--- config.mk ---
export PLATFORM = sky130hd
export DESIGN_NAME = wdc_top
export DESIGN_NICKNAME = d
export VERILOG_FILES = /design/src/verilog/wdc_pkg.sv /design/src/verilog/wdc_top.sv /design/src/verilog/wdc_sync.sv /design/src/verilog/wdc_tick.sv
export SDC_FILE = /design/constraint.sdc
export NUM_CORES = 1
export LEC_CHECK = 0
export BUFFER_PORTS_ARGS = -buffer_cell sky130_fd_sc_hd__buf_2
export CAP_MARGIN = 20
export CORE_UTILIZATION = 50
export CTS_BUF_LIST = sky130_fd_sc_hd__clkbuf_16
export DETAILED_ROUTE_END_ITERATION = 6
export GPL_TIMING_DRIVEN = 0
export PLACE_DENSITY = 0.77
export REMOVE_ABC_BUFFERS = 1
export SYNTH_ARGS = -nofsm -noshare
export SYNTH_HDL_FRONTEND = slang
export SYNTH_HIERARCHICAL = 1
export SYNTH_SLANG_ARGS = --single-unit
--- constraint.sdc ---
create_clock -name clk_sys_i -period 4.3 [get_ports clk_sys_i]
set_input_delay 0.86 -clock clk_sys_i [delete_from_list [all_inputs] [get_ports clk_sys_i]]
set_output_delay 0.86 -clock clk_sys_i [all_outputs]
set_load 0.05 [all_outputs]
--- src/verilog/wdc_pkg.sv ---
// Purpose: Shared constants and types of the two-stage watchdog
// Assumes: 200 MHz system clock, 8-bit I/O port register
// Notes:   Timeouts are counted in 1 ms ticks
package wdc_pkg;
    // Register location and layout
    localparam logic [15:0] WDC_IO_ADDR   = 16'h0079;
    localparam int          WDC_MON2_BIT  = 7;
    localparam int          WDC_MON1_BIT  = 6;
    localparam int          WDC_STG2_BIT  = 5;
    localparam int          WDC_STG1_BIT  = 4;
    localparam int          WDC_TSEL_LSB  = 0;
    localparam int          WDC_TSEL_W    = 3;
    localparam logic [7:0]  WDC_RESET_VAL = 8'h00;

    // Timing
    localparam int WDC_CLK_PERIOD_PS  = 5000;
    localparam int WDC_TICK_PERIOD_NS = 1000000;
    localparam int WDC_TICK_CYCLES    = WDC_TICK_PERIOD_NS * 1000 / WDC_CLK_PERIOD_PS;
    localparam int WDC_STG2_DELAY_MS  = 250;
    localparam int WDC_RST_HOLD_CYC   = 16;
    localparam int WDC_CNT_W          = 18;
    localparam int WDC_DLY_W          = 8;
    localparam int WDC_HOLD_W         = 5;
    localparam int WDC_TICK_W         = 32;

    // Terminal counts in ms
    localparam logic [WDC_CNT_W-1:0] WDC_TERM_0 = 18'h000FA;
    localparam logic [WDC_CNT_W-1:0] WDC_TERM_1 = 18'h001F4;
    localparam logic [WDC_CNT_W-1:0] WDC_TERM_2 = 18'h003E8;
    localparam logic [WDC_CNT_W-1:0] WDC_TERM_3 = 18'h01F40;
    localparam logic [WDC_CNT_W-1:0] WDC_TERM_4 = 18'h07D00;
    localparam logic [WDC_CNT_W-1:0] WDC_TERM_5 = 18'h0FA00;
    localparam logic [WDC_CNT_W-1:0] WDC_TERM_6 = 18'h1F400;
    localparam logic [WDC_CNT_W-1:0] WDC_TERM_7 = 18'h3E800;

    typedef enum logic [1:0] {
        WDC_IDLE = 2'b00,
        WDC_PEND = 2'b01,
        WDC_RST  = 2'b11
    } wdc_fsm_t;

    typedef struct packed {
        logic [15:0] addr;
        logic        wr;
        logic        rd;
        logic [7:0]  wdata;
    } wdc_io_req_t;

    typedef struct packed {
        logic       rack;
        logic [7:0] rdata;
    } wdc_io_rsp_t;

    // Board reset domain state
    typedef struct packed {
        logic                  stg2_en;
        logic                  stg1_en;
        logic [WDC_TSEL_W-1:0] tsel;
        logic                  mon1;
        logic [WDC_CNT_W-1:0]  count;
        wdc_fsm_t              fsm;
        logic [WDC_DLY_W-1:0]  dly;
        logic [WDC_HOLD_W-1:0] hold;
        wdc_io_rsp_t           rsp;
    } wdc_state_t;

    // Power-up domain state
    typedef struct packed {
        logic mon2;
        logic cause;
        logic hr_prev;
    } wdc_por_t;

    function automatic logic [WDC_CNT_W-1:0] wdc_term_ms(input logic [WDC_TSEL_W-1:0] sel);
        case (sel)
            3'h0:    wdc_term_ms = WDC_TERM_0;
            3'h1:    wdc_term_ms = WDC_TERM_1;
            3'h2:    wdc_term_ms = WDC_TERM_2;
            3'h3:    wdc_term_ms = WDC_TERM_3;
            3'h4:    wdc_term_ms = WDC_TERM_4;
            3'h5:    wdc_term_ms = WDC_TERM_5;
            3'h6:    wdc_term_ms = WDC_TERM_6;
            default: wdc_term_ms = WDC_TERM_7;
        endcase
    endfunction
endpackage

--- src/verilog/wdc_top.sv ---
// Purpose: Two-stage watchdog with one 8-bit I/O control/status register
// Assumes: por_n_i is power-up reset, rst_n_i is board hard reset
// Notes:   Stage one drives NMI, stage two drives board reset
// Function
// - Bit 7 reads 1 after a watchdog reset timeout until cleared.
// - Writing 0 clears a monitor bit; writing 1 leaves it.
// - Bit 7 zero at power-up; survives a watchdog-caused hard reset.
// - Bit 6 reads 1 after a timeout that drove NMI.
// - Bit 6 and bit 5 zero at power-up and after any hard reset.
// - Bit 5 low: timeout gives no reset and no bit 7.
// - Bit 5 high: timeout gives reset and sets bit 7 until cleared.
// - Reset follows the stage-one point by about 250 ms.
// - Timeout clears bit 5 by itself; no re-arm until rewritten.
// - Bit 4 low: timeout gives no NMI and no bit 6; reads back.
// - Bit 4 high: NMI after selected period, bit 6 set until cleared.
// - Bits 2:0 select minimum timeout from 250 ms up to 256 s.
// - Bits 2:0 zero after power-up and hard reset; read back.
`timescale 1ns/1ps
module wdc_top #(
    parameter int unsigned TICK_CYCLES = wdc_pkg::WDC_TICK_CYCLES
) (
    // Clock and resets
    input  wire logic                 clk_sys_i,
    input  wire logic                 rst_n_i,
    input  wire logic                 por_n_i,
    // I/O port
    input  wire wdc_pkg::wdc_io_req_t io_req_i,
    output wdc_pkg::wdc_io_rsp_t      io_rsp_o,
    // Watchdog outputs
    output logic                      nmi_o,
    output logic                      board_reset_o
);
    localparam logic [wdc_pkg::WDC_DLY_W-1:0] DLY_LAST =
        wdc_pkg::WDC_DLY_W'(wdc_pkg::WDC_STG2_DELAY_MS - 1);
    localparam logic [wdc_pkg::WDC_HOLD_W-1:0] HOLD_LAST =
        wdc_pkg::WDC_HOLD_W'(wdc_pkg::WDC_RST_HOLD_CYC - 1);

    wdc_pkg::wdc_state_t st_reg;
    wdc_pkg::wdc_state_t st_next;
    wdc_pkg::wdc_por_t   po_reg;
    wdc_pkg::wdc_por_t   po_next;

    logic wr_hit;
    logic rd_hit;
    logic run;
    logic tick;
    logic restart;
    logic term_hit;
    logic timeout;
    logic enter_rst;
    logic hr_level;
    logic hr_active;
    logic [7:0] image;

    // Register image as read
    always_comb begin
        image = wdc_pkg::WDC_RESET_VAL;
        image[wdc_pkg::WDC_MON2_BIT] = po_reg.mon2;
        image[wdc_pkg::WDC_MON1_BIT] = st_reg.mon1;
        image[wdc_pkg::WDC_STG2_BIT] = st_reg.stg2_en;
        image[wdc_pkg::WDC_STG1_BIT] = st_reg.stg1_en;
        image[wdc_pkg::WDC_TSEL_LSB +: wdc_pkg::WDC_TSEL_W] = st_reg.tsel;
    end

    assign wr_hit   = io_req_i.wr && (io_req_i.addr == wdc_pkg::WDC_IO_ADDR);
    assign rd_hit   = io_req_i.rd && (io_req_i.addr == wdc_pkg::WDC_IO_ADDR);
    assign run      = st_reg.stg1_en || st_reg.stg2_en;
    // Prescaler keeps ticking through the stage-two delay even with both enables clear
    assign restart  = (st_reg.fsm == wdc_pkg::WDC_IDLE) && (wr_hit || !run);
    assign term_hit = (st_reg.count == wdc_pkg::wdc_term_ms(st_reg.tsel) - 1'b1);
    assign timeout  = run && tick && term_hit && !wr_hit;
    assign enter_rst = (st_reg.fsm == wdc_pkg::WDC_PEND) && tick && (st_reg.dly == DLY_LAST);
    assign hr_active = !hr_level;

    wdc_tick #(
        .TICK_CYCLES(TICK_CYCLES)
    ) u_tick (
        .clk_sys_i(clk_sys_i),
        .rst_n_i  (rst_n_i),
        .restart_i(restart),
        .tick_o   (tick)
    );

    wdc_sync u_hr_sync (
        .clk_sys_i(clk_sys_i),
        .rst_n_i  (por_n_i),
        .async_i  (rst_n_i),
        .level_o  (hr_level)
    );

    // Board reset domain next state
    always_comb begin
        st_next = st_reg;
        st_next.rsp.rack  = rd_hit;
        st_next.rsp.rdata = rd_hit ? image : 8'h00;
        if (wr_hit) begin
            st_next.stg2_en = io_req_i.wdata[wdc_pkg::WDC_STG2_BIT];
            st_next.stg1_en = io_req_i.wdata[wdc_pkg::WDC_STG1_BIT];
            st_next.tsel = io_req_i.wdata[wdc_pkg::WDC_TSEL_LSB +: wdc_pkg::WDC_TSEL_W];
            if (!io_req_i.wdata[wdc_pkg::WDC_MON1_BIT]) begin
                st_next.mon1 = 1'b0;
            end
            if (run && st_reg.fsm == wdc_pkg::WDC_IDLE) begin
                st_next.count = '0;
            end
        end else if (!run) begin
            st_next.count = '0;
        end else if (tick) begin
            st_next.count = term_hit ? '0 : st_reg.count + 1'b1;
        end
        if (timeout) begin
            if (st_reg.stg1_en) begin
                st_next.mon1 = 1'b1;
            end
            st_next.stg2_en = 1'b0;
        end
        case (st_reg.fsm)
            wdc_pkg::WDC_IDLE: begin
                if (timeout && st_reg.stg2_en) begin
                    st_next.fsm = wdc_pkg::WDC_PEND;
                    st_next.dly = '0;
                end
            end
            wdc_pkg::WDC_PEND: begin
                if (enter_rst) begin
                    st_next.fsm  = wdc_pkg::WDC_RST;
                    st_next.hold = '0;
                end else if (tick) begin
                    st_next.dly = st_reg.dly + 1'b1;
                end
            end
            wdc_pkg::WDC_RST: begin
                if (st_reg.hold == HOLD_LAST) begin
                    st_next.fsm = wdc_pkg::WDC_IDLE;
                end else begin
                    st_next.hold = st_reg.hold + 1'b1;
                end
            end
            default: begin
                st_next.fsm = wdc_pkg::WDC_IDLE;
            end
        endcase
    end

    // Hard reset clears every bit here
    always_ff @(posedge clk_sys_i or negedge rst_n_i) begin
        if (!rst_n_i) begin
            st_reg <= '0;
        end else begin
            st_reg <= st_next;
        end
    end

    // Power-up domain next state; set wins over clear
    always_comb begin
        po_next = po_reg;
        po_next.hr_prev = hr_active;
        if (hr_active && !po_reg.cause) begin
            po_next.mon2 = 1'b0;
        end
        if (po_reg.hr_prev && !hr_active) begin
            po_next.cause = 1'b0;
        end
        if (wr_hit && !io_req_i.wdata[wdc_pkg::WDC_MON2_BIT]) begin
            po_next.mon2 = 1'b0;
        end
        if (enter_rst) begin
            po_next.mon2  = 1'b1;
            po_next.cause = 1'b1;
        end
    end

    always_ff @(posedge clk_sys_i or negedge por_n_i) begin
        if (!por_n_i) begin
            po_reg <= '0;
        end else begin
            po_reg <= po_next;
        end
    end

    // NMI held while its flag stands
    assign nmi_o         = st_reg.mon1;
    assign board_reset_o = (st_reg.fsm == wdc_pkg::WDC_RST);
    assign io_rsp_o      = st_reg.rsp;
endmodule

--- src/verilog/wdc_sync.sv ---
// Purpose: Three-stage synchroniser with agreement filter
// Assumes: Level input from outside the clock domain
// Notes:   Output follows once stages two and three agree
`timescale 1ns/1ps
module wdc_sync (
    // Clock and reset
    input  wire logic clk_sys_i,
    input  wire logic rst_n_i,
    // Level in and out
    input  wire logic async_i,
    output logic      level_o
);
    logic [2:0] stage_reg;
    logic       level_reg;

    always_ff @(posedge clk_sys_i or negedge rst_n_i) begin
        if (!rst_n_i) begin
            stage_reg <= 3'h0;
            level_reg <= 1'b0;
        end else begin
            stage_reg <= {stage_reg[1:0], async_i};
            if (stage_reg[1] == stage_reg[2]) begin
                level_reg <= stage_reg[2];
            end
        end
    end

    assign level_o = level_reg;
endmodule

--- src/verilog/wdc_tick.sv ---
// Purpose: Millisecond tick prescaler
// Assumes: TICK_CYCLES clocks per tick
// Notes:   Restart clears the phase so a period starts fresh
`timescale 1ns/1ps
module wdc_tick #(
    parameter int unsigned TICK_CYCLES = wdc_pkg::WDC_TICK_CYCLES
) (
    // Clock and reset
    input  wire logic clk_sys_i,
    input  wire logic rst_n_i,
    // Control
    input  wire logic restart_i,
    output logic      tick_o
);
    localparam logic [wdc_pkg::WDC_TICK_W-1:0] LAST = wdc_pkg::WDC_TICK_W'(TICK_CYCLES - 1);

    logic [wdc_pkg::WDC_TICK_W-1:0] cnt_reg;
    logic                           tick_reg;

    always_ff @(posedge clk_sys_i or negedge rst_n_i) begin
        if (!rst_n_i) begin
            cnt_reg  <= '0;
            tick_reg <= 1'b0;
        end else if (restart_i) begin
            cnt_reg  <= '0;
            tick_reg <= 1'b0;
        end else begin
            tick_reg <= (cnt_reg == LAST);
            cnt_reg  <= (cnt_reg == LAST) ? '0 : cnt_reg + 1'b1;
        end
    end

    assign tick_o = tick_reg;
endmodule

==> run summary <==
H-Tree Depth = 3
CTS clk-pin slew, worst paths = 70 ps
register area share after synthesis = 46.49%
leading area contributor after synthesis = dfrtp_1
Final Cycle Share = 67.82%
Post-CTS Hold Buffers = 0
first-pass GRT wire length = 16590 um
Post-route DRC = 0
number of diodes = 0
post-DP HPWL = 6563 um
top cells by count, synth = 87 x dfrtp_1, 42 x nand2_1, 35 x nor2_1
PwrDens = 312.3 nW/um^2
final std cells w/o fill = 638
total gr overflow = 0
Setup Buffers After CTS = 0
Post-synth ARST share = 100.0%
post-synth top area share = 46.49%
LEAKAGE = 2.186 nW
Detailed Route WL = 9518 um
CTS tree = yes
r2r setup slk = 1720 ps
largest family of logic cells by synthesized area = simple AND/OR/NAND/NOR gates
design area = 5216 um^2
DP Cell Count = 621
Die Y = 98.78 um
Reg-to-Reg End = st_reg[34]$_DFFE_PN0P_
vias in the first global route = 3635
core box area = 8891 um^2
total global-route track usage = 20.93%
CTS Buf Count = 9
Synth Area in Simple Gates = 28.40%
synthesized-area fraction occupied by adder cells = 1.843%
compound-gate portion of the synthesized area = 13.14%
crit path capture type = flop
critical path required time = 4510 ps
predominant post-synthesis flop cell = dfrtp_1
initial antenna violation count = 0
Cell Rows = 34
clock latency at the later pin of the worst-skew pair = 340 ps
die width = 98.78 um
crit path kind = in -> reg
drt via density = 5.992
setup violators final = 0
distinct cell type count of the synthesized netlist = 66
FF-to-FF Start = image[1]$_DFFE_PN0P_
Max Cap Viol = 0
clock tree buffer depth = 2
DRT iter0 DRCs = 159
starting density of the core = 52.67%
reg2reg path depth = 7
XOR/XNOR Fraction of Synth Area = 4.488%
root buf cell = clkbuf_16
total clock sinks = 87
post-cts sizing count = 0
number of I/O port buffers = 37
Slew headroom = 59.32%
outcome = complete, no violations
number of enable flip-flop cells after synthesis = 0
final hold viol count = 0
Max IR drop VDD = 0.2053 mV
Ys Warns = 6
die area = 9757 um^2
CP max FO = 23
share of layout cells above drive strength 1 = 13.77%
Final min period = 2916 ps
number of I/O pins = 40
Power Total = 1.629 mW
CP Launch Type = input pin
largest net degree at the start of global routing = 51
most numerous cell in the Yosys netlist = dfrtp_1
Syn-to-layout area delta = 11.38%
post-synthesis mux area share = 0.4542%
Worst Hold Class = in -> async
post-route ant nets = 0
RSZ-0062 raised after global routing = false
layout net count = 560
Syn Area/Cell = 9.366 um^2
Synth Instances = 500
area post-placement = 4908 um^2
drt wl/cell = 14.92 um
Peak Freq = 342.9 MHz
WP data arrival = 3130 ps
Max Transition Viols Final = 0
Setup Skew = 9.181 ps
Worst-Margin Slew = 610.1 ps
first drt pass iteration count = 4
Seq cells post-synth = 87
RePlAce Congestion = 0.8734
synth top area cells = dfrtp_1 46%, nand3_1 3.4%, nand2_1 3.4%, a21oi_1 3.1%, nor2_1 2.8%
vias = 3823
synthesized cell area = 4683 um^2
setup TNS = 0 ps
max FFs per register = 33
==> per-stage QoR <==
stage	hold slack [ps]	util (%)	setup WS [ps]
2_1_floorplan	331.2	-	1197
3_3_place_gp	335.0	54.48	212.7
3_5_place_dp	339.6	55.21	358.0
4_1_cts	328.2	58.58	662.3
5_1_grt	335.9	58.67	1155
6_report	331.6	58.67	1384
==> area by class of cell <==
| class | count | area (um^2) |
|---|---|---|
| Fill cell | 752 | 3675 |
| Multi-Input combinational cell | 365 | 2276 |
| Sequential cell | 87 | 2177 |
| Timing Repair Buffer | 41 | 249.0 |
| Clock buffer | 9 | 225.2 |
| Tap cell | 108 | 135.1 |
| Inverter | 21 | 78.83 |
| Clock inverter | 7 | 75.07 |
==> layout by cell type (no fill, tap or decap), drive strengths merged, types with 10 or more instances in the layout <==
cell and instances:
a21oi 31, and2 11, and3 11, buf 40, clkbuf 10, dfrtp 87
inv 25, nand2 42, nand3 33, nand4 17, nor2 35, nor3 13
nor4 11, o21ai 28, o31ai 10, or3 17, or4 12, xnor2 15
==> logic make-up (layout without fill, tap and decap cells) <==
| group | Yosys count | in the layout |
|---|---|---|
| AOI/OAI and AO/OA | 97 | 97 |
| xor gates and xnor gates | 24 | 24 |
| adders and majority gates | 7 | 7 |
| buffers and inverters | 48 | 78 |
| DFF | 87 | 87 |
| muxes | 2 | 2 |
| other | 1 | 1 |
| and+or+nand+nor | 234 | 234 |
==> power breakdown <==
group,total (mW),internal [mW],switching (mW)
sequential,0.823,0.821,0.00199
clock,0.771,0.412,0.359
combinational,0.0353,0.0135,0.0218
==> worst max-delay path, cell delays in order <==
cell      delay, ps
buf_2           100
nor4bb_1        260
and3_1          230
nand3_1         350
inv_1           320
nor2_1          120
nor3_1          150
clkbuf_4        240
inv_1           100
o31ai_4          90
buf_8           230
a21oi_1          60
==> metal layers <==
| layer | GRT usage, % | up-vias | share of wire, % | routed length (um) |
|---|---|---|---|---|
| met5 | 0 | - | 0 | 0 |
| met4 | 9.529 | 0 | 1.9 | 181 |
| met3 | 3.050 | 16 | 4.8 | 454 |
| met2 | 35.07 | 109 | 48 | 4581 |
| met1 | 26.92 | 1838 | 45 | 4301 |
| li1 | - | 1860 | - | - |
==> worst max-delay path by stage <==
stage,start,to,depth (start not counted)
5_1_grt,io_req_i[21],u_tick/cnt_reg[26]$_DFF_PN0_,12
2_1_floorplan,io_req_i[22],u_tick/cnt_reg[11]$_DFF_PN0_,9
6_report,io_req_i[17],u_tick/cnt_reg[26]$_DFF_PN0_,12
3_3_place_gp,io_req_i[22],u_tick/cnt_reg[2]$_DFF_PN0_,10
3_5_place_dp,io_req_i[22],u_tick/cnt_reg[26]$_DFF_PN0_,11
4_1_cts,io_req_i[21],u_tick/cnt_reg[26]$_DFF_PN0_,11
No activity file was read; power rests on OpenSTA's default activity.
